$ cat config.mk
export PLATFORM = sky130hd
export DESIGN_NAME = sensor_sample_queue
export DESIGN_NICKNAME = d
export VERILOG_FILES = /design/src/hdl/sample_queue_pkg.sv /design/src/hdl/sensor_sample_queue.sv
export SDC_FILE = /design/constraint.sdc
export NUM_CORES = 1
export LEC_CHECK = 0
export BUFFER_PORTS_ARGS = -buffer_cell sky130_fd_sc_hd__buf_2
export CORE_MARGIN = 2
export CORE_UTILIZATION = 35
export DETAILED_ROUTE_END_ITERATION = 12
export PLACE_DENSITY = 0.53
export RECOVER_POWER = 25
export SLEW_MARGIN = 20
export SYNTH_ARGS = -nofsm -noshare
export SYNTH_HDL_FRONTEND = slang
export SYNTH_SLANG_ARGS = --single-unit
$ cat constraint.sdc
create_clock -name clock -period 9.95 [get_ports clock]
set_input_delay 1.4925 -clock clock [delete_from_list [all_inputs] [get_ports clock]]
set_output_delay 1.4925 -clock clock [all_outputs]
set_load 0.01 [all_outputs]
$ cat src/hdl/sample_queue_pkg.sv
/*
 * Shared constants and types of the sensor sample queue: register
 * numbers, field positions, reset values and the register request carrier.
 * Assumes a serial front end that decodes host accesses into one request.
 */
`default_nettype none
package sample_queue_pkg;
    // register numbers as the host addresses them
    localparam logic [6:0] REG_CONFIG        = 7'h1A;
    localparam logic [6:0] REG_CAPTURE_EN    = 7'h23;
    localparam logic [6:0] REG_EVENT_STATUS  = 7'h3A;
    localparam logic [6:0] REG_SENSOR_FIRST  = 7'h3B;
    localparam logic [6:0] REG_SENSOR_LAST   = 7'h48;
    localparam logic [6:0] REG_COUNT_HIGH    = 7'h72;
    localparam logic [6:0] REG_COUNT_LOW     = 7'h73;
    localparam logic [6:0] REG_QUEUE_DATA    = 7'h74;
    localparam logic [6:0] REG_PART_IDENTITY = 7'h75;
    // field positions and widths
    localparam int SENSOR_REGS       = 14;
    localparam int STOP_WHEN_FULL_BIT = 6;
    localparam int OVERFLOW_BIT      = 4;
    localparam int COUNT_W           = 13;
    localparam int COUNT_HIGH_W      = 5;
    localparam int BYTE_W            = 8;
    localparam int QUEUE_DEPTH       = 32;
    // reset values and special bytes
    localparam logic [7:0] CONFIG_RESET  = 8'h00;
    localparam logic [7:0] CAPTURE_RESET = 8'h00;
    localparam logic [7:0] EMPTY_MARKER  = 8'hFF;
    localparam logic [7:0] MARKER_SUBST  = 8'hFE;
    // i2c address with the select pin low; pin high adds one
    localparam logic [6:0] I2C_ADDR_BASE = 7'h68;
    localparam logic [3:0] WALK_LAST     = 4'hD;

    typedef struct packed {
        logic [6:0] addr;
        logic       wr;
        logic       rd;
        logic [7:0] wdata;
    } reg_req_t;

    typedef enum logic [1:0] {
        SEQ_IDLE = 2'b01,
        SEQ_WALK = 2'b10
    } seq_state_t;
endpackage
`default_nettype wire

$ cat src/hdl/sensor_sample_queue.sv
/*
 * Byte FIFO and the sensor sample queue with its registers.
 * Assumes a serial front end on the same clock that issues one-cycle read
 * and write strobes, and sensor data registers held steady by the core.
 */
`timescale 1ns/1ns
`default_nettype none

// byte fifo; a pop in the same cycle lets a full fifo accept a push
module byte_fifo #(
    parameter int WIDTH = 8,
    parameter int DEPTH = 32
) (
    input  wire logic                       clock,
    input  wire logic                       reset_n,
    input  wire logic                       flush,
    input  wire logic                       in_valid,
    output logic                            in_ready,
    input  wire logic [WIDTH-1:0]           in_data,
    output logic                            out_valid,
    input  wire logic                       out_ready,
    output logic [WIDTH-1:0]                out_data,
    output logic [$clog2(DEPTH+1)-1:0]      level
);
    localparam int PW = $clog2(DEPTH);
    logic [WIDTH-1:0]           mem_q [DEPTH];
    logic [PW-1:0]              wr_ptr_q;
    logic [PW-1:0]              rd_ptr_q;
    logic [$clog2(DEPTH+1)-1:0] level_q;
    logic                       push;
    logic                       pop;

    assign out_valid = (level_q != '0);
    assign in_ready  = (level_q != DEPTH[$clog2(DEPTH+1)-1:0]) || out_ready;
    assign push      = in_valid && in_ready;
    assign pop       = out_valid && out_ready;
    assign out_data  = mem_q[rd_ptr_q];
    assign level     = level_q;

    // storage has no reset; only pointers and level carry state
    always_ff @(posedge clock) begin
        if (push) begin
            mem_q[wr_ptr_q] <= in_data;
        end
    end

    // pointers and level
    always_ff @(posedge clock or negedge reset_n) begin
        if (!reset_n) begin
            wr_ptr_q <= '0;
            rd_ptr_q <= '0;
            level_q  <= '0;
        end else if (flush) begin
            wr_ptr_q <= '0;
            rd_ptr_q <= '0;
            level_q  <= '0;
        end else begin
            if (push) begin
                wr_ptr_q <= (wr_ptr_q == PW'(DEPTH - 1)) ? '0 : wr_ptr_q + 1'b1;
            end
            if (pop) begin
                rd_ptr_q <= (rd_ptr_q == PW'(DEPTH - 1)) ? '0 : rd_ptr_q + 1'b1;
            end
            if (push && !pop) begin
                level_q <= level_q + 1'b1;
            end else if (pop && !push) begin
                level_q <= level_q - 1'b1;
            end
        end
    end
endmodule

// Notes on behaviour
// - push enabled registers lowest number first
// - all flags set pushes registers 59..72
// - capture flag in register 35 gates data
// - push beyond capacity sets overflow flag
// - overwrite oldest unless stop-when-full bit set
// - empty queue reads return 0xFF
// - genuine data never equals 0xFF
// - data port reads pop, writes push
// - fixed read-only identity register ignores writes
// - i2c address 0x68 or 0x69 by pin
// - 13-bit count across high and low bytes
// - high byte read snapshots both count bytes
module sensor_sample_queue #(
    parameter logic [7:0] PART_IDENTITY_CODE = 8'h3C // arbitrary value
) (
    input  wire logic                          clock,
    input  wire logic                          reset_n,
    input  wire logic                          register_reset,
    input  wire logic                          sample_tick,
    input  wire logic [13:0][7:0]              sensor_data,
    input  wire sample_queue_pkg::reg_req_t    reg_req,
    output logic [7:0]                         reg_rdata,
    input  wire logic                          address_select_pin,
    output logic [6:0]                         i2c_address
);
    localparam int LW = $clog2(sample_queue_pkg::QUEUE_DEPTH + 1);
    logic [7:0]                          config_q;
    logic [7:0]                          capture_q;
    logic                                queue_overflow_flag;
    logic [sample_queue_pkg::COUNT_W-1:0] count_snap_q;
    logic [7:0]                          reg_rdata_q;
    logic [13:0][7:0]                    snap_q;
    logic [3:0]                          idx_q;
    sample_queue_pkg::seq_state_t        state_q;
    logic                                sel_meta_q;
    logic                                sel_sync_q;
    logic                                fifo_in_valid;
    logic                                fifo_in_ready;
    logic [7:0]                          fifo_in_data;
    logic                                fifo_out_valid;
    logic                                fifo_out_ready;
    logic [7:0]                          fifo_out_data;
    logic [LW-1:0]                       fifo_level;
    logic [sample_queue_pkg::COUNT_W-1:0] count_now;
    logic                                host_wr_data;
    logic                                host_rd_data;
    logic                                walk_want;
    logic                                push_want;
    logic                                stop_full;
    logic                                host_pop;
    logic                                drop_oldest;
    logic                                overflow_hit;
    logic                                queue_full;
    // which capture flag covers sensor register at position idx
    function automatic logic [2:0] capture_bit(input logic [3:0] idx);
        if (idx < 4'd6) begin
            capture_bit = 3'd3;
        end else begin
            capture_bit = 3'd7 - 3'(({28'h0, idx} - 32'd6) >> 1);
        end
    endfunction
    // a genuine 0xFF would look like an empty queue, so it is nudged down
    function automatic logic [7:0] no_marker(input logic [7:0] b);
        no_marker = (b == sample_queue_pkg::EMPTY_MARKER) ? sample_queue_pkg::MARKER_SUBST : b;
    endfunction

    assign host_wr_data = reg_req.wr && (reg_req.addr == sample_queue_pkg::REG_QUEUE_DATA);
    assign host_rd_data = reg_req.rd && (reg_req.addr == sample_queue_pkg::REG_QUEUE_DATA);
    assign stop_full    = config_q[sample_queue_pkg::STOP_WHEN_FULL_BIT];
    assign count_now    = sample_queue_pkg::COUNT_W'(fifo_level);
    assign walk_want    = (state_q == sample_queue_pkg::SEQ_WALK) && capture_q[capture_bit(idx_q)] && !host_wr_data;

    // host write push
    // host writes win the push port; the walk stalls for that cycle
    assign push_want    = host_wr_data || walk_want;
    assign fifo_in_data = no_marker(host_wr_data ? reg_req.wdata : snap_q[idx_q]);
    assign queue_full   = (count_now == sample_queue_pkg::COUNT_W'(sample_queue_pkg::QUEUE_DEPTH));
    assign drop_oldest  = push_want && !stop_full && queue_full;
    assign host_pop     = host_rd_data && fifo_out_valid;
    assign fifo_out_ready = host_pop || drop_oldest;
    assign fifo_in_valid  = push_want;
    assign overflow_hit = push_want && queue_full && !host_pop;
    byte_fifo #(
        .WIDTH (sample_queue_pkg::BYTE_W),
        .DEPTH (sample_queue_pkg::QUEUE_DEPTH)
    ) u_fifo (
        .clock     (clock),
        .reset_n   (reset_n),
        .flush     (register_reset),
        .in_valid  (fifo_in_valid),
        .in_ready  (fifo_in_ready),
        .in_data   (fifo_in_data),
        .out_valid (fifo_out_valid),
        .out_ready (fifo_out_ready),
        .out_data  (fifo_out_data),
        .level     (fifo_level)
    );
    // ascending walk per tick
    // ticks during a walk are ignored; a walk is far shorter than a sample period
    always_ff @(posedge clock or negedge reset_n) begin
        if (!reset_n) begin
            state_q <= sample_queue_pkg::SEQ_IDLE;
            idx_q   <= 4'h0;
            snap_q  <= '0;
        end else if (register_reset) begin
            state_q <= sample_queue_pkg::SEQ_IDLE;
            idx_q   <= 4'h0;
        end else begin
            case (state_q)
                sample_queue_pkg::SEQ_IDLE: begin
                    if (sample_tick) begin
                        snap_q  <= sensor_data;
                        idx_q   <= 4'h0;
                        state_q <= sample_queue_pkg::SEQ_WALK;
                    end
                end
                sample_queue_pkg::SEQ_WALK: begin
                    if (!host_wr_data) begin
                        if (idx_q == sample_queue_pkg::WALK_LAST) begin
                            state_q <= sample_queue_pkg::SEQ_IDLE;
                        end
                        idx_q <= idx_q + 4'h1;
                    end
                end
                default: begin
                    state_q <= sample_queue_pkg::SEQ_IDLE;
                end
            endcase
        end
    end

    // writable configuration; identity and status writes fall through
    always_ff @(posedge clock or negedge reset_n) begin
        if (!reset_n) begin
            config_q  <= sample_queue_pkg::CONFIG_RESET;
            capture_q <= sample_queue_pkg::CAPTURE_RESET;
        end else if (register_reset) begin
            config_q  <= sample_queue_pkg::CONFIG_RESET;
            capture_q <= sample_queue_pkg::CAPTURE_RESET;
        end else if (reg_req.wr) begin
            if (reg_req.addr == sample_queue_pkg::REG_CONFIG) begin
                config_q <= reg_req.wdata;
            end
            if (reg_req.addr == sample_queue_pkg::REG_CAPTURE_EN) begin
                capture_q <= reg_req.wdata;
            end
        end
    end

    // sticky overflow flag
    // cleared by reading status; a new overflow in that cycle keeps it set
    always_ff @(posedge clock or negedge reset_n) begin
        if (!reset_n) begin
            queue_overflow_flag <= 1'b0;
        end else if (register_reset) begin
            queue_overflow_flag <= 1'b0;
        end else if (overflow_hit) begin
            queue_overflow_flag <= 1'b1;
        end else if (reg_req.rd && (reg_req.addr == sample_queue_pkg::REG_EVENT_STATUS)) begin
            queue_overflow_flag <= 1'b0;
        end
    end

    always_ff @(posedge clock or negedge reset_n) begin
        if (!reset_n) begin
            count_snap_q <= '0;
        end else if (reg_req.rd && (reg_req.addr == sample_queue_pkg::REG_COUNT_HIGH)) begin
            count_snap_q <= count_now;
        end
    end

    // read data, registered one cycle after the strobe
    always_ff @(posedge clock or negedge reset_n) begin
        if (!reset_n) begin
            reg_rdata_q <= 8'h00;
        end else if (reg_req.rd) begin
            case (reg_req.addr)
                sample_queue_pkg::REG_CONFIG:        reg_rdata_q <= config_q;
                sample_queue_pkg::REG_CAPTURE_EN:    reg_rdata_q <= capture_q;
                sample_queue_pkg::REG_EVENT_STATUS: begin
                    reg_rdata_q <= 8'h00;
                    reg_rdata_q[sample_queue_pkg::OVERFLOW_BIT] <= queue_overflow_flag;
                end
                sample_queue_pkg::REG_COUNT_HIGH:    reg_rdata_q <= {3'b000, count_now[12:8]};
                sample_queue_pkg::REG_COUNT_LOW:     reg_rdata_q <= count_snap_q[7:0];
                sample_queue_pkg::REG_QUEUE_DATA: begin
                    reg_rdata_q <= fifo_out_valid ? fifo_out_data : sample_queue_pkg::EMPTY_MARKER;
                end
                sample_queue_pkg::REG_PART_IDENTITY: reg_rdata_q <= PART_IDENTITY_CODE;
                default: begin
                    if (reg_req.addr >= sample_queue_pkg::REG_SENSOR_FIRST
                        && reg_req.addr <= sample_queue_pkg::REG_SENSOR_LAST) begin
                        reg_rdata_q <= sensor_data[4'(reg_req.addr - sample_queue_pkg::REG_SENSOR_FIRST)];
                    end else begin
                        reg_rdata_q <= 8'h00;
                    end
                end
            endcase
        end
    end
    assign reg_rdata = reg_rdata_q;

    // address select pin
    // pin is asynchronous to the clock, so two flops before use
    always_ff @(posedge clock or negedge reset_n) begin
        if (!reset_n) begin
            sel_meta_q <= 1'b0;
            sel_sync_q <= 1'b0;
        end else begin
            sel_meta_q <= address_select_pin;
            sel_sync_q <= sel_meta_q;
        end
    end
    assign i2c_address = sample_queue_pkg::I2C_ADDR_BASE | {6'h00, sel_sync_q};

    a_empty_marker: assert property (@(posedge clock) disable iff (!reset_n)
        host_rd_data && !fifo_out_valid |=> reg_rdata == 8'hFF)
        else $error("empty read did not return the marker");
    a_no_marker_push: assert property (@(posedge clock) disable iff (!reset_n)
        fifo_in_valid && fifo_in_ready |-> fifo_in_data != 8'hFF)
        else $error("marker byte entered the queue");
    a_overflow_sets: assert property (@(posedge clock) disable iff (!reset_n)
        overflow_hit && !register_reset |=> queue_overflow_flag)
        else $error("overflow flag not set");
    a_stop_keeps_data: assert property (@(posedge clock) disable iff (!reset_n)
        stop_full && count_now == 13'd32 && !host_pop && !register_reset
        |=> count_now == 13'd32 && $stable(u_fifo.rd_ptr_q))
        else $error("stop mode overwrote queued data");
    a_overwrite_oldest: assert property (@(posedge clock) disable iff (!reset_n)
        push_want && !stop_full && count_now == 13'd32 && !host_pop |-> fifo_out_ready && fifo_in_ready)
        else $error("overwrite mode did not drop the oldest byte");
    a_capture_gate: assert property (@(posedge clock) disable iff (!reset_n)
        fifo_in_valid && !host_wr_data |-> capture_q[idx_q <= 4'd5 ? 3'd3 : idx_q <= 4'd7 ? 3'd7
            : idx_q <= 4'd9 ? 3'd6 : idx_q <= 4'd11 ? 3'd5 : 3'd4])
        else $error("byte pushed with its capture flag clear");
    a_walk_order: assert property (@(posedge clock) disable iff (!reset_n)
        state_q == sample_queue_pkg::SEQ_WALK && !host_wr_data && idx_q != 4'hD && !register_reset
        |=> idx_q == $past(idx_q) + 4'h1)
        else $error("walk skipped or reversed");
    a_walk_span: assert property (@(posedge clock) disable iff (!reset_n)
        state_q == sample_queue_pkg::SEQ_IDLE && sample_tick && !register_reset
        |=> idx_q == 4'h0 ##[13:200] state_q == sample_queue_pkg::SEQ_IDLE)
        else $error("walk did not cover the sensor span");
    a_identity_fixed: assert property (@(posedge clock) disable iff (!reset_n)
        reg_req.rd && reg_req.addr == 7'h75 |=> reg_rdata == PART_IDENTITY_CODE)
        else $error("identity register changed");
    a_count_coherent: assert property (@(posedge clock) disable iff (!reset_n)
        reg_req.rd && reg_req.addr == 7'h72 |=> {reg_rdata[4:0], count_snap_q[7:0]} == 13'($past(fifo_level)))
        else $error("count bytes not snapshotted together");
    a_reset_empties: assert property (@(posedge clock) disable iff (!reset_n)
        register_reset |=> fifo_level == '0 && !queue_overflow_flag)
        else $error("register reset left queue state");
    a_i2c_address: assert property (@(posedge clock) disable iff (!reset_n)
        i2c_address == (sel_sync_q ? 7'h69 : 7'h68))
        else $error("wrong i2c address");
endmodule
`default_nettype wire

### Yosys cells after proc, flatten, opt, wreduce, memory -nomap -nowiden

Memory sizes are Yosys's and may differ from the RTL's.
Index checks and enable logic that the tools add are counted.

| storage, ports and cells | value |
|---|---|
| bits in latches | 0 |
| input bits | 134 |
| memory bits (read-only) | 0 |
| memories kept | 1 |
| register bits | 167 |
| memory bits (writable) | 256 |
| logic and storage cells | 139 |
| output and inout port bits | 15 |

| cells by class | value |
|---|---|
| multipliers | 0 |
| muxes and demuxes | 41 |
| magnitude comparators | 6 |
| add/sub/neg operators | 8 |
| shifts and indexed selects | 0 |
| reductions and logical operators | 38 |
| div/mod/pow operators | 0 |
| equality and inequality tests | 18 |
| bitwise logic cells | 1 |

Memories:

| memory | depth | width | rd ports | clocked after memory_dff | write ports | RTL line | text |
|---|---|---|---|---|---|---|---|
| u_fifo.mem_q | 32 | 8 | 1 | 0 | 1 | sensor_sample_queue.sv:26 | `logic [WIDTH-1:0] mem_q [DEPTH];` |

Operator list:

| cell | number |
|---|---|
| 8-bit 2-to-1 mux | 12 |
| 8-bit binary-select mux with 4-bit select | 2 |
| 8-bit one-hot mux with 7 select lines | 1 |
| 5-bit 2-to-1 mux | 6 |
| 7-bit == test (second input constant) | 4 |
| 6-bit 2-to-1 mux | 3 |
| 1-bit logical AND | 16 |
| 7-bit by 6-bit == test with 1-bit output (second input constant) | 2 |
| 4-bit 2-to-1 mux | 3 |
| 5-bit by 1-bit adder with 5-bit output (second input constant) | 2 |
| 5-bit == test (second input constant) | 2 |
| 4-bit by 5-bit less-than comparator with 1-bit output (second input constant) | 2 |
| 2-bit nonzero test | 5 |
| 3-bit AND reduction | 3 |
| 3-bit nonzero test | 3 |
| 8-bit == test (second input constant) | 1 |
| 2-bit 2-to-1 mux | 4 |
| 4-bit one-hot mux with 2 select lines | 1 |
| 7-bit by 5-bit == test with 1-bit output (second input constant) | 1 |
| 7-bit by 6-bit >= comparator with 1-bit output (second input constant) | 1 |
| 7-bit <= comparator (second input constant) | 1 |
| 6-bit by 1-bit adder with 6-bit output (second input constant) | 1 |
| 6-bit == test (second input constant) | 1 |
| 1-bit 2-to-1 mux | 6 |
| 21 further kinds | 29 |

### Logic depth before layout (Yosys ltp)

Gate-level depths: netlist of run 1.

| depth | value |
|---|---|
| depth in word-level cells | 18 |
| gate-level depth with buffers | 17 |
| depth with buffers taken out | 14 |

### Modules after synthesis

From an unflattened synthesis of run 1, not the netlist that was laid out.

| second synthesis, totals | value |
|---|---|
| cells, all modules | 1213 |
| area, all modules | 19311.0 µm² |

By module, submodules not included:

| module | times used | area each (µm²) | sequential area each (µm²) | cells each |
|---|---|---|---|---|
| byte_fifo | 1 | 10929.2 | 8087.8 | 525 |
| sensor_sample_queue | 1 | 8381.8 | 3779.9 | 688 |

### Worst setup path after synthesis of run 1

OpenSTA, ideal clock, no wires.

| path | value |
|---|---|
| path type | input to register |
| from | input port reg_req[10] (netlist name) |
| to | register u_fifo.level_q[5] (netlist: u_fifo.level[5]) |
| setup time | 0.125 ns |
| path slack | 4.709 ns |
| path buffers | 4 |
| required time | 9.825 ns |
| arrival | 5.116 ns |
| stages | 16 |
| path through | buf_2 -> buf_2 -> buf_2 -> inv_1 -> ha_1 -> and4_1 -> buf_1 -> o31ai_2 -> nand2b_1 -> ha_1 -> a21o_1 -> a21oi_1 -> o21ai_0 -> and3_1 -> mux2i_1 -> mux2_2 |

| on the way | value |
|---|---|
| longest elaborated chain between the ends | 13 |
| elaborated cells on any way between the ends | 20 |
| classes of those cells | eq/ne: 1; mux: 2; reduce/logical: 17 |

Ends and longest elaborated chain:

| element | RTL line | text |
|---|---|---|
| start: declaration | sensor_sample_queue.sv:94 | `input wire sample_queue_pkg::reg_req_t reg_req,` |
| 7-bit == test * | sensor_sample_queue.sv:140, sensor_sample_queue.sv:141 |  |
| 1-bit logical AND | sensor_sample_queue.sv:140 | `assign host_wr_data = reg_req.wr && (reg_req.addr == sample_queue_pkg::REG_QUEUE_DATA);` |
| 1-bit zero test | -- |  |
| 1-bit logical AND | sensor_sample_queue.sv:144 | `assign walk_want = (state_q == sample_queue_pkg::SEQ_WALK) && capture_q[capture_bit(idx_q)] && !host_wr_data;` |
| 1-bit logical OR | sensor_sample_queue.sv:148 | `assign push_want = host_wr_data \|\| walk_want;` |
| 1-bit logical AND (2 in series) | sensor_sample_queue.sv:151 | `assign drop_oldest = push_want && !stop_full && queue_full;` |
| 1-bit logical OR | sensor_sample_queue.sv:153 | `assign fifo_out_ready = host_pop \|\| drop_oldest;` |
| 1-bit logical OR / 1-bit logical AND (equally long branches) | sensor_sample_queue.sv:34, sensor_sample_queue.sv:36 |  |
| 1-bit logical AND / 1-bit zero test (equally long branches) | sensor_sample_queue.sv:35, sensor_sample_queue.sv:64 |  |
| 1-bit logical AND / 1-bit zero test (equally long branches) | sensor_sample_queue.sv:64, sensor_sample_queue.sv:66 |  |
| 6-bit 2-to-1 mux / 1-bit logical AND (equally long branches) | sensor_sample_queue.sv:64, sensor_sample_queue.sv:66 |  |
| 6-bit 2-to-1 mux / 3-bit nonzero test (equally long branches) | -- |  |
| end signal: assignment | sensor_sample_queue.sv:65 | `level_q <= level_q + 1'b1;` |
| end signal: assignment | sensor_sample_queue.sv:67 | `level_q <= level_q - 1'b1;` |
| end: declaration | sensor_sample_queue.sv:29 | `logic [$clog2(DEPTH+1)-1:0] level_q;` |

Mark *: on every way between the ends. The rest lies on a longest branch, timed or not.
A chain may end at the register's enable or synchronous reset.

==> run summary, run 1 <==
First-pass GRT wire length = 74,700 um
Fmax = 158 MHz
Nets = 1,507
Hpwl dp = 33,600 um
Crit Path Max Fanout = 64
I/O Buffers = 142
Number of H-tree levels = 2
Vias = 11,300
Register area share after synthesis = 61.3%
Failing checks = max-capacitance violations, max-slew violations
Routability Congestion = 0.829
Status = complete, but fails checks
Hold crit path type = flip-flop to flip-flop
YS warnings = 0
Worst VDD drop = 0.104 mV
Final setup fails = 0
Area leader, netlist = edfxtp_1
Levels on crit path = 2
Wire per inst = 23.7 um
Gr ovfl total = 0
Max clock buf depth = 3
Fin crit period = 6.34 ns
Asr flop ratio synth = 39.5%
Critical path arrival = 6.37 ns
Root Driver = clkbuf_16
Worst R2R Path Depth = 5
Critical path class = primary input to async pin
Mapped Area = 19,400 um^2
Type of element capturing the critical path = async pin
Die extent in y = 239 um
Worst-Skew Late Latency = 0.58 ns
Area post-placement = 20,800 um^2
Mean Syn Cell Area = 15.8 um^2
CP peak stage delay = 2.57 ns
Synth-to-layout area growth = 15.0%
Critical Path RT = 9.98 ns
Vias per cell = 5.38
Row count = 86
Setup WS post-layout = 3.61 ns
Critical Path Start Type = primary input
Ys flop type = edfxtp_1
Die span in x = 239 um
Leakage = 7.87 nW
# IOs = 149
CTS-repair resized insts = 0
Drt initial violations = 948
Total GRT Usage = 17.7%
Final Max Slew Viols = 225
EDFF count, synth = 256
Setup TNS = 0 ns
Yosys cell types = 67
Family with the most delay on the worst path = buffers and inverters
Largest net degree at the start of global routing = 65
CTS Buf Count = 45
Drt first pass iters = 5
Fin area = 22,300 um^2
Cts hold-fix bufs = 0
Post-Synthesis Cells = 1,225
Max Cap Viol = 4
Largest cells by area after synthesis = edfxtp_1 (40%), dfrtp_1 (21%), mux4_2 (15%)
Synth Register Bits = 423
Die area = 57,200 um^2
Post-CTS setup buffers = 0
CTS tree = yes
Clock Skew = 0.0207 ns
Vias in the first global route = 11,500
Most frequent CP cell = clkbuf_1
Synth top area share = 39.7%
Relative slew slack = -149%
Slew @ Worst Pin = 3.74 ns
Initial antenna violation count = 6
CP cell instances = clkbuf_1 -> clkbuf_1
Layout cell share with drive strength beyond 1 = 36.4%
Place WS = 4.33 ns
CP Buf/Inv Count = 2
Antenna Nets Post-Route = 0
Crit-path slowest cell = clkbuf_1
Period Utilization, post-route = 63.7%
RSZ-0062 raised after global routing = false
CTS sink cnt = 423
Power after layout = 4.24 mW
Final hold violation count = 0
Core area = 54,900 um^2
Initial Utilization = 35.3%
Hold Crit Depth = 0
Reg clk slew, reported paths = 0.06 ns
PwrDens = 190 nW/um^2
Post-route DRC = 0
WL final = 49,700 um
[layout make-up]
class	count	area (um^2)
Fill cell	4987	32600
Sequential cell	423	11900
Multi-Input combinational cell	705	7140
Clock buffer	59	1230
Tap cell	704	881
Timing Repair Buffer	163	852
Clock inverter	23	226
Inverter	16	60.1
Antenna cell	6	15.0
[synthesized netlist by cell type (2+ instances only)]
cell type and number:
nand2_1 54, buf_1 4, buf_4 8, inv_1 15
a222oi_1 3, nor3_1 16, mux2i_1 22, a211oi_1 9
ha_1 18, o32ai_1 2, o311ai_0 7, xnor2_1 4
clkbuf_1 53, nand2b_1 16, a21o_1 4, dfrtp_1 166
edfxtp_1 256, mux2_2 133, nor2b_1 12, o211ai_1 2
o21ai_0 16, o31ai_2 3, buf_2 18, mux4_2 126
conb_1 2, a22oi_1 4, o22ai_1 4, nand3b_1 9
a221oi_1 5, a21oi_1 59, and2_1 2, or3_1 3
a31oi_1 8, nand3_1 35, xor2_1 4, o221ai_1 8
nor2_1 70, and3_1 7, and3b_1 3, clkbuf_2 2
a211o_1 3, nand4_1 5
[where the power goes]
part / internal [mW] / switching [mW] / leakage, nW
Clock: 0.975 / 0.693 / 0.719
Combinational: 0.205 / 0.265 / 2.79
Sequential: 2.05 / 0.0556 / 4.36
Total: 3.23 / 1.01 / 7.87
[worst paths after layout]
| kind | from | endpoint | slack, ns |
|---|---|---|---|
| worst max-delay path | reset_n | snap_q[48] | 3.61 |
| worst min-delay path | sel_meta_q | sel_sync_q | 0.35 |
| worst max register to register | state_q[0] | snap_q[65] | 5.55 |
| worst min register to register | sel_meta_q | sel_sync_q | 0.35 |
| max in group clock | register_reset | snap_q[65] | 4.15 |
| min in group asynchronous | reset_n | snap_q[73] | 2.20 |
[per-stage QoR]
stage               utilization [%]  hold slack, ns  instances
finish                         40.6           0.349       2099
global route                   40.6           0.355       2099
CTS                            40.6           0.350       2093
detailed placement             38.0           0.336       2011
global placement               38.0           0.332       2011
floorplan                         -           0.331       1229
[layer usage]
metal,global-route usage (%),share of wire (%),vias to the layer above
met5,0,0,-
met4,6.74,3.4,0
met3,2.62,4.9,81
met2,27.7,47,283
met1,25.1,45,5860
li1,-,-,5065
[registers in the layout (all words and copies together) (netlist names)]
| signal | cells |
|---|---|
| sel_sync_q | 1 |
| reg_rdata | 8 |
| snap_q | 112 |
| capture_q | 8 |
| u_fifo.wr_ptr_q | 5 |
| sel_meta_q | 1 |
| idx_q | 4 |
| count_snap_q | 6 |
| u_fifo.rd_ptr_q | 5 |
| config_q | 8 |
| u_fifo.mem_q | 256 |
| u_fifo.level | 6 |
| state_q | 2 |
| queue_overflow_flag | 1 |
[placed cells by master, fill, tap and decap left out, types with 4 or more instances in the layout]
master and n:
nand2b_1 16, a211oi_1 9, nand2_1 53, a31oi_1 7, and3_1 7, clkbuf_1 16
nor2b_1 12, nor3_1 16, a22oi_1 4, nand3_1 35, clkinv_1 5, ha_1 18
nand3b_1 9, clkbuf_8 5, o21ai_0 13, mux4_2 126, a21oi_1 58, nor2_1 68
diode_2 6, xnor2_1 4, bufinv_16 4, clkbuf_16 45, nand4_1 5, conb_1 6
edfxtp_1 256, o311ai_0 7, buf_4 18, mux2i_1 22, buf_2 138, a221oi_1 5
o22ai_1 4, dfrtp_1 163, clkinv_2 9, o221ai_1 8, mux2_2 133, a21o_1 4
inv_1 15
[kinds of logic (layout without fill, tap and decap cells)]
group | count (synthesis) | in the layout | share of synthesized area (%)
muxes | 281 | 281 | 23.5
xor gates and xnor gates | 8 | 8 | 0.362
buffers and inverters | 101 | 261 | 2.24
DFF | 423 | 423 | 61.3
adders and majority gates | 19 | 19 | 1.27
other | 2 | 12 | 0.0388
AOI/OAI and AO/OA | 148 | 148 | 5.13
and+or+nand+nor | 243 | 243 | 6.15
(Power assumes the default switching activity.)
==> inputs of run 2 (changes only) <==
--- a/config.mk
+++ b/config.mk
@@ -9,7 +9,7 @@
 export CORE_MARGIN = 2
 export CORE_UTILIZATION = 35
 export DETAILED_ROUTE_END_ITERATION = 12
-export PLACE_DENSITY = 0.53
+export PLACE_DENSITY = 0.55
 export RECOVER_POWER = 25
 export SLEW_MARGIN = 20
 export SYNTH_ARGS = -nofsm -noshare
==> constraint.sdc (replaced) <==
create_clock -name clock -period 5.14 [get_ports clock]
set_input_delay 0.771 -clock clock [delete_from_list [all_inputs] [get_ports clock]]
set_output_delay 0.771 -clock clock [all_outputs]
set_load 0.01 [all_outputs]
==> run 2 against run 1 <==
Net effect:
- the flow still finishes with violations (max-capacitance violations, max-slew violations)
- critical path depth up 12
- clock skew up 0.023 ns
- clock power increased by 100%
- flip-flop and latch count unchanged
- die area did not move
- wire length about the same
- register-to-register slack worse by 4.6 ns
- final cell count rose by 0.48%
- global-route usage barely moved
- via count increased by 0.97%
- first-iteration DRC count grew 6.3%
- critical endpoint is now u_fifo.level[5]
- highest routed layer unchanged
==> run summary, run 2 (synthesized netlist as in run 1, its figures left out) <==
Number of H-tree levels = 2 (unchanged)
Final setup fails = 0 (unchanged)
Row count = 86 (unchanged)
Wire per inst = 23.6 um (-0.39%)
CTS sink cnt = 423 (unchanged)
Layout cell share with drive strength beyond 1 = 36.4% (about the same)
Family with the most delay on the worst path = compound AO/OA/AOI/OAI gates
Crit-path slowest cell = dfrtp_1
Initial antenna violation count = 4 (-2)
Hpwl dp = 34,000 um (+1.1%)
Period Utilization, post-route = 80.7%
Place WS = 1.02 ns (-3.31 ns)
Status = complete, but fails checks
Synth-to-layout area growth = 16.0%
Critical Path Start Type = flip-flop
CP Buf/Inv Count = 1 (-1)
Core area = 54,900 um^2 (unchanged)
Setup TNS = 0 ns (unchanged)
Post-route DRC = 0 (unchanged)
Flip-flop count of the largest register after layout = 256 (unchanged)
Leakage = 7.95 nW (+0.97%)
Failing checks = max-capacitance violations, max-slew violations
Fmax = 241 MHz
Cts hold-fix bufs = 0 (unchanged)
Antenna Nets Post-Route = 0 (unchanged)
RSZ-0062 raised after global routing = false
Type of element capturing the critical path = flip-flop
Setup WS post-layout = 0.991 ns (-2.62 ns)
Drt first pass iters = 7 (+2)
Nets = 1,516 (+0.60%)
Combinational share of power = 10.9% (-0.2 points)
Routability Congestion = 0.876 (+5.7%)
Clock power frac = 40.7% (+1.4 points)
CP peak stage delay = 0.66 ns (-1.91 ns)
Worst R2R Path Depth = 14 (+9)
Switching Fraction = 24.4% (+0.49 points)
Dpl cells = 2,018 (+0.35%)
PwrDens = 375 nW/um^2 (+97%)
Max clock buf depth = 3 (unchanged)
CTS Buf Count = 47 (+4.4%)
# IOs = 149 (unchanged)
CTS-repair resized insts = 0 (unchanged)
Relative slew slack = -98.5% (+51 points)
Vias = 11,400 (+0.97%)
Largest net degree at the start of global routing = 88 (+35%)
CP cell instances = ha_1 -> mux2i_1 -> a211o_1 -> a311oi_4 -> o31ai_2 -> buf_4 -> nand2b_1 -> ha_1 -> a21o_1 -> a21oi_1 -> o21ai_0 -> and3_1 -> mux2i_1 -> mux2_2
Share of power burned in registers = 48.4% (-1.2 points)
CTS tree = yes
Reg clk slew, reported paths = 0.06 ns (about the same)
Largest registers = u_fifo.mem_q (256), snap_q (112)
Die span in x = 239 um (unchanged)
Critical path arrival = 4.63 ns (-1.74 ns)
Commonest non-fill, non-tap cell in the layout = edfxtp_1
I/O Buffers = 142 (unchanged)
Initial Utilization = 35.3% (unchanged)
Internal power = 6.36 mW (+97%)
Worst-Skew Late Latency = 0.61 ns (+0.03 ns)
Drt initial violations = 1,008 (+6.3%)
Most flops, register = u_fifo.mem_q
Clock Skew = 0.0438 ns (+0.0231 ns)
Levels on crit path = 14 (+12)
Critical path class = flip-flop to flip-flop
Gr ovfl total = 0 (unchanged)
Crit Path Max Fanout = 15 (-77%)
Total GRT Usage = 17.7% (-0.022 points)
Worst VDD drop = 0.247 mV (+140%)
Die extent in y = 239 um (unchanged)
First-pass GRT wire length = 75,800 um (+1.4%)
Hold crit path type = primary input to async pin
Fin crit period = 4.15 ns
Net switching power figure = 2.05 mW (+100%)
Root Driver = clkbuf_16
Post-CTS setup buffers = 0 (unchanged)
Slew @ Worst Pin = 2.97 ns (-0.774 ns)
Layout Cells excl Fill = 2,109 (+0.48%)
Vias in the first global route = 11,800 (+2.8%)
Max Cap Viol = 2 (-2)
Vias per cell = 5.40 (+0.49%)
Hold Slack = 0.213 ns (-0.136 ns)
Commonest cells after routing, fill and taps aside = edfxtp_1 (256), dfrtp_1 (163), mux2_2 (133), buf_2 (131), mux4_2 (126)
Final hold violation count = 0 (unchanged)
Critical Path RT = 5.62 ns (-4.36 ns)
Final Max Slew Viols = 122 (-46%)
WL final = 49,800 um (about the same)
Die area = 57,200 um^2 (unchanged)
Final core occ = 40.9% (+0.33 points)
-- run 2: power by group through the flow --
stage	logic, mW	registers, mW	clock network [mW]
after floorplan	0.543	4.10	0
after global placement	0.917	4.13	0
after detailed placement	0.933	4.14	0
after CTS	0.935	4.07	3.51
after global routing	0.999	4.10	3.63
final	0.915	4.07	3.42
-- run 2: worst paths after layout --
| path | start | to | slack (ns) |
|---|---|---|---|
| max | idx_q[1] | u_fifo.level[5] | 0.99 |
| min | reset_n | sel_meta_q | 0.21 |
| max reg2reg | idx_q[1] | u_fifo.level[5] | 0.99 |
| min reg2reg | sel_meta_q | sel_sync_q | 0.36 |
| max in group asynchronous | reset_n | u_fifo.rd_ptr_q[1] | 1.95 |
| min in group clock | address_select_pin | sel_meta_q | 0.31 |
-- run 2: layer usage --
layer,global-route usage (%),vias up,part of all wire (%),wire (um)
li1,-,5073,-,-
met1,25.3,5992,45,22600
met2,28.7,279,49,24200
met3,2.34,54,4.2,2090
met4,4.24,0,1.7,869
met5,0,-,0,0
-- run 2: layout make-up --
class                           instances  area (um^2)
Fill cell                            5039        32400
Sequential cell                       423        11900
Multi-Input combinational cell        705         7130
Clock buffer                           57         1240
Timing Repair Buffer                  170          933
Tap cell                              704          881
Clock inverter                         31          332
Inverter                               16         60.1
Antenna cell                            3         7.51
-- run 2: worst reg2reg max path, stage by stage, from the launching register on --
cell	delay, ns
dfrtp_1	0.66
ha_1	0.40
mux2i_1	0.16
a211o_1	0.34
a311oi_4	0.39
o31ai_2	0.13
buf_4	0.20
nand2b_1	0.24
ha_1	0.31
a21o_1	0.18
a21oi_1	0.21
o21ai_0	0.15
and3_1	0.19
mux2i_1	0.14
mux2_2	0.34
-- run 2: stage by stage --
stage | power, mW | cell area [um^2]
after floorplan | 4.65 | 19400
after global placement | 5.05 | 20900
after detailed placement | 5.07 | 20900
after CTS | 8.51 | 22500
after global routing | 8.73 | 22500
final | 8.41 | 22500
==> inputs of run 3 (changes only) <==
==> constraint.sdc (replaced) <==
create_clock -name clock -period 3.7 [get_ports clock]
set_input_delay 0.555 -clock clock [delete_from_list [all_inputs] [get_ports clock]]
set_output_delay 0.555 -clock clock [all_outputs]
set_load 0.01 [all_outputs]
==> run 3 against run 2 <==
Net effect:
- the flow still finishes with violations (max-capacitance violations, max-slew violations)
- clock power up 38%
- wire length up 0.63%
- first-iteration DRC count down 19%
- maximum frequency up 20%
- setup slack worse by 0.75 ns
- flip-flop and latch count unchanged
- core utilization up 0.80 points
- sequential power up 39%
- clock skew down 0.013 ns
- critical path depth down 4
==> run summary, run 3 (synthesized netlist as in run 1, its figures left out) <==
Status = complete, but fails checks
Failing checks = max-capacitance violations, max-slew violations
Cts hold-fix bufs = 0 (unchanged)
Worst VDD drop = 0.340 mV (+38%)
Hpwl dp = 34,900 um (+2.7%)
First-pass GRT wire length = 76,400 um (+0.86%)
Vias in the first global route = 12,100 (+2.4%)
Die area = 57,200 um^2 (unchanged)
Total GRT Usage = 17.8% (+0.16 points)
Switching Fraction = 24.1% (-0.35 points)
Most flops, register = u_fifo.mem_q
Layout cell share with drive strength beyond 1 = 38.4% (+2.0 points)
Fmax = 289 MHz (+20%)
CTS-repair resized insts = 0 (unchanged)
CTS tree = yes
Final Max Slew Viols = 199 (+63%)
Vias per cell = 5.44 (+0.60%)
Wire per inst = 23.2 um (-1.7%)
Final setup fails = 0 (unchanged)
Flip-flop count of the largest register after layout = 256 (unchanged)
Final hold violation count = 0 (unchanged)
Worst R2R Path Depth = 10 (-4)
Share of power burned in registers = 48.5% (about the same)
Layout Cells excl Fill = 2,158 (+2.3%)
Post-CTS setup buffers = 0 (unchanged)
Net switching power figure = 2.80 mW (+36%)
Max Cap Viol = 2 (unchanged)
Crit Path Max Fanout = 16 (+1)
Post-route DRC = 0 (unchanged)
Row count = 86 (unchanged)
Synth-to-layout area growth = 18.3%
Commonest non-fill, non-tap cell in the layout = edfxtp_1
Relative slew slack = -50.2% (+48 points)
Dpl cells = 2,072 (+2.7%)
Reg clk slew, reported paths = 0.06 ns (about the same)
Largest registers = u_fifo.mem_q (256), snap_q (112)
Max clock buf depth = 3 (unchanged)
Fin crit period = 3.46 ns (-0.694 ns)
Critical path arrival = 3.80 ns (-0.83 ns)
Internal power = 8.84 mW (+39%)
Commonest cells after routing, fill and taps aside = edfxtp_1 (256), dfrtp_1 (164), mux2_2 (133), buf_2 (131), mux4_2 (126)
Vias = 11,700 (+2.9%)
Die span in x = 239 um (unchanged)
PwrDens = 509 nW/um^2 (+36%)
Slew @ Worst Pin = 2.25 ns (-0.714 ns)
Largest net degree at the start of global routing = 114 (+30%)
CTS sink cnt = 423 (unchanged)
Clock power frac = 40.4% (-0.3 points)
Hold crit path type = primary input to flip-flop
Hold endpoint = sel_meta_q
Antenna Nets Post-Route = 0 (unchanged)
Clock Skew = 0.0310 ns (-0.0128 ns)
Critical Path Start Type = flip-flop
Leakage = 8.25 nW (+3.8%)
Critical Path RT = 4.04 ns (-1.58 ns)
Core area = 54,900 um^2 (unchanged)
Hold Crit Depth = 1
Initial Utilization = 35.3% (unchanged)
I/O Buffers = 142 (unchanged)
Initial antenna violation count = 3 (-1)
FF-to-FF setup slack = 0.24 ns (-0.75 ns)
Root Driver = clkbuf_16
R2R Path End = u_fifo.mem_q[15][3]
WL final = 50,100 um (+0.63%)
Gr ovfl total = 0 (unchanged)
Nets = 1,569 (+3.5%)
Die extent in y = 239 um (unchanged)
Routability Congestion = 0.848 (-3.2%)
Combinational share of power = 11.0% (about the same)
Period Utilization, post-route = 93.4% (+13 points)
RSZ-0062 raised after global routing = false
Number of H-tree levels = 2 (unchanged)
Worst Min Path Start = address_select_pin
Type of element capturing the critical path = flip-flop
Drt initial violations = 819 (-19%)
Drt first pass iters = 5 (-2)
CTS Buf Count = 46 (-2.1%)
Setup WS post-layout = 0.244 ns (-0.746 ns)
# IOs = 149 (unchanged)
Worst-Skew Late Latency = 0.59 ns (-0.02 ns)
Final core occ = 41.7% (+0.80 points)
Critical path class = flip-flop to flip-flop
Reg2Reg Launch Point = idx_q[1]
Setup TNS = 0 ns (unchanged)
Place WS = 0.231 ns (-0.791 ns)
-- run 3: cell types whose count changed in the layout (fill, tap and decap cells not counted), sizes merged --
| cell | before | now |
|---|---|---|
| buf | 158 | 207 |
| clkinv | 21 | 16 |
| dlymetal6s2s | 0 | 1 |
| clkbuf | 69 | 76 |
| diode | 3 | 2 |
| bufinv | 5 | 3 |
-- run 3: area by class of cell --
class                           instances  area [um^2]
Fill cell                            5017        32000
Sequential cell                       423        11900
Multi-Input combinational cell        705         7130
Timing Repair Buffer                  224         1370
Clock buffer                           60         1330
Tap cell                              704          881
Clock inverter                         24          251
Inverter                               16         60.1
Antenna cell                            2         5.00
-- run 3: per-layer routing --
layer / global-route usage (%) / vias up / wire (um)
met4: 6.67 / 2 / 1690
met3: 2.77 / 95 / 2260
met2: 28.6 / 308 / 24200
met1: 24.6 / 6148 / 22000
met5: 0 / - / 12
li1: - / 5180 / -
-- run 3: how the worst max path moves through the flow --
| stage | from | endpoint | slack [ns] |
|---|---|---|---|
| 2_1_floorplan | reg_req[10] | u_fifo.level[5] | 0.01 |
| 3_3_place_gp | idx_q[1] | u_fifo.mem_q[31][7] | 0.28 |
| 3_5_place_dp | idx_q[1] | u_fifo.mem_q[15][2] | 0.23 |
| 4_1_cts | idx_q[1] | u_fifo.mem_q[15][3] | 0.23 |
| 5_1_grt | reset_n | capture_q[3] | 0.07 |
| 6_report | idx_q[1] | u_fifo.mem_q[15][3] | 0.24 |
-- run 3: critical path: stages (launching register included) --
cell	delay, ns
dfrtp_1	0.37
ha_1	0.41
mux2_2	0.36
nand2_1	0.07
a31oi_1	0.18
buf_4	0.21
nor3_2	0.78
nand3b_1	0.42
buf_4	0.20
nor2_1	0.04
buf_4	0.18
-- run 3: stage by stage --
stage | cell area, um^2 | hold WS [ns] | power [mW]
after detailed placement | 21400 | 0.342 | 7.06
after floorplan | 19400 | 0.259 | 6.46
final | 22900 | 0.0946 | 11.6
after CTS | 22900 | 0.0693 | 11.8
after global placement | 21400 | 0.332 | 7.02
after global routing | 22900 | 0.0728 | 12.1
-- run 3: power groups by stage --
stage | clock, mW | combinational (mW) | sequential [mW]
after CTS | 4.82 | 1.31 | 5.65
after floorplan | 0 | 0.757 | 5.70
after detailed placement | 0 | 1.31 | 5.75
after global placement | 0 | 1.28 | 5.73
final | 4.71 | 1.29 | 5.65
after global routing | 5.01 | 1.40 | 5.69
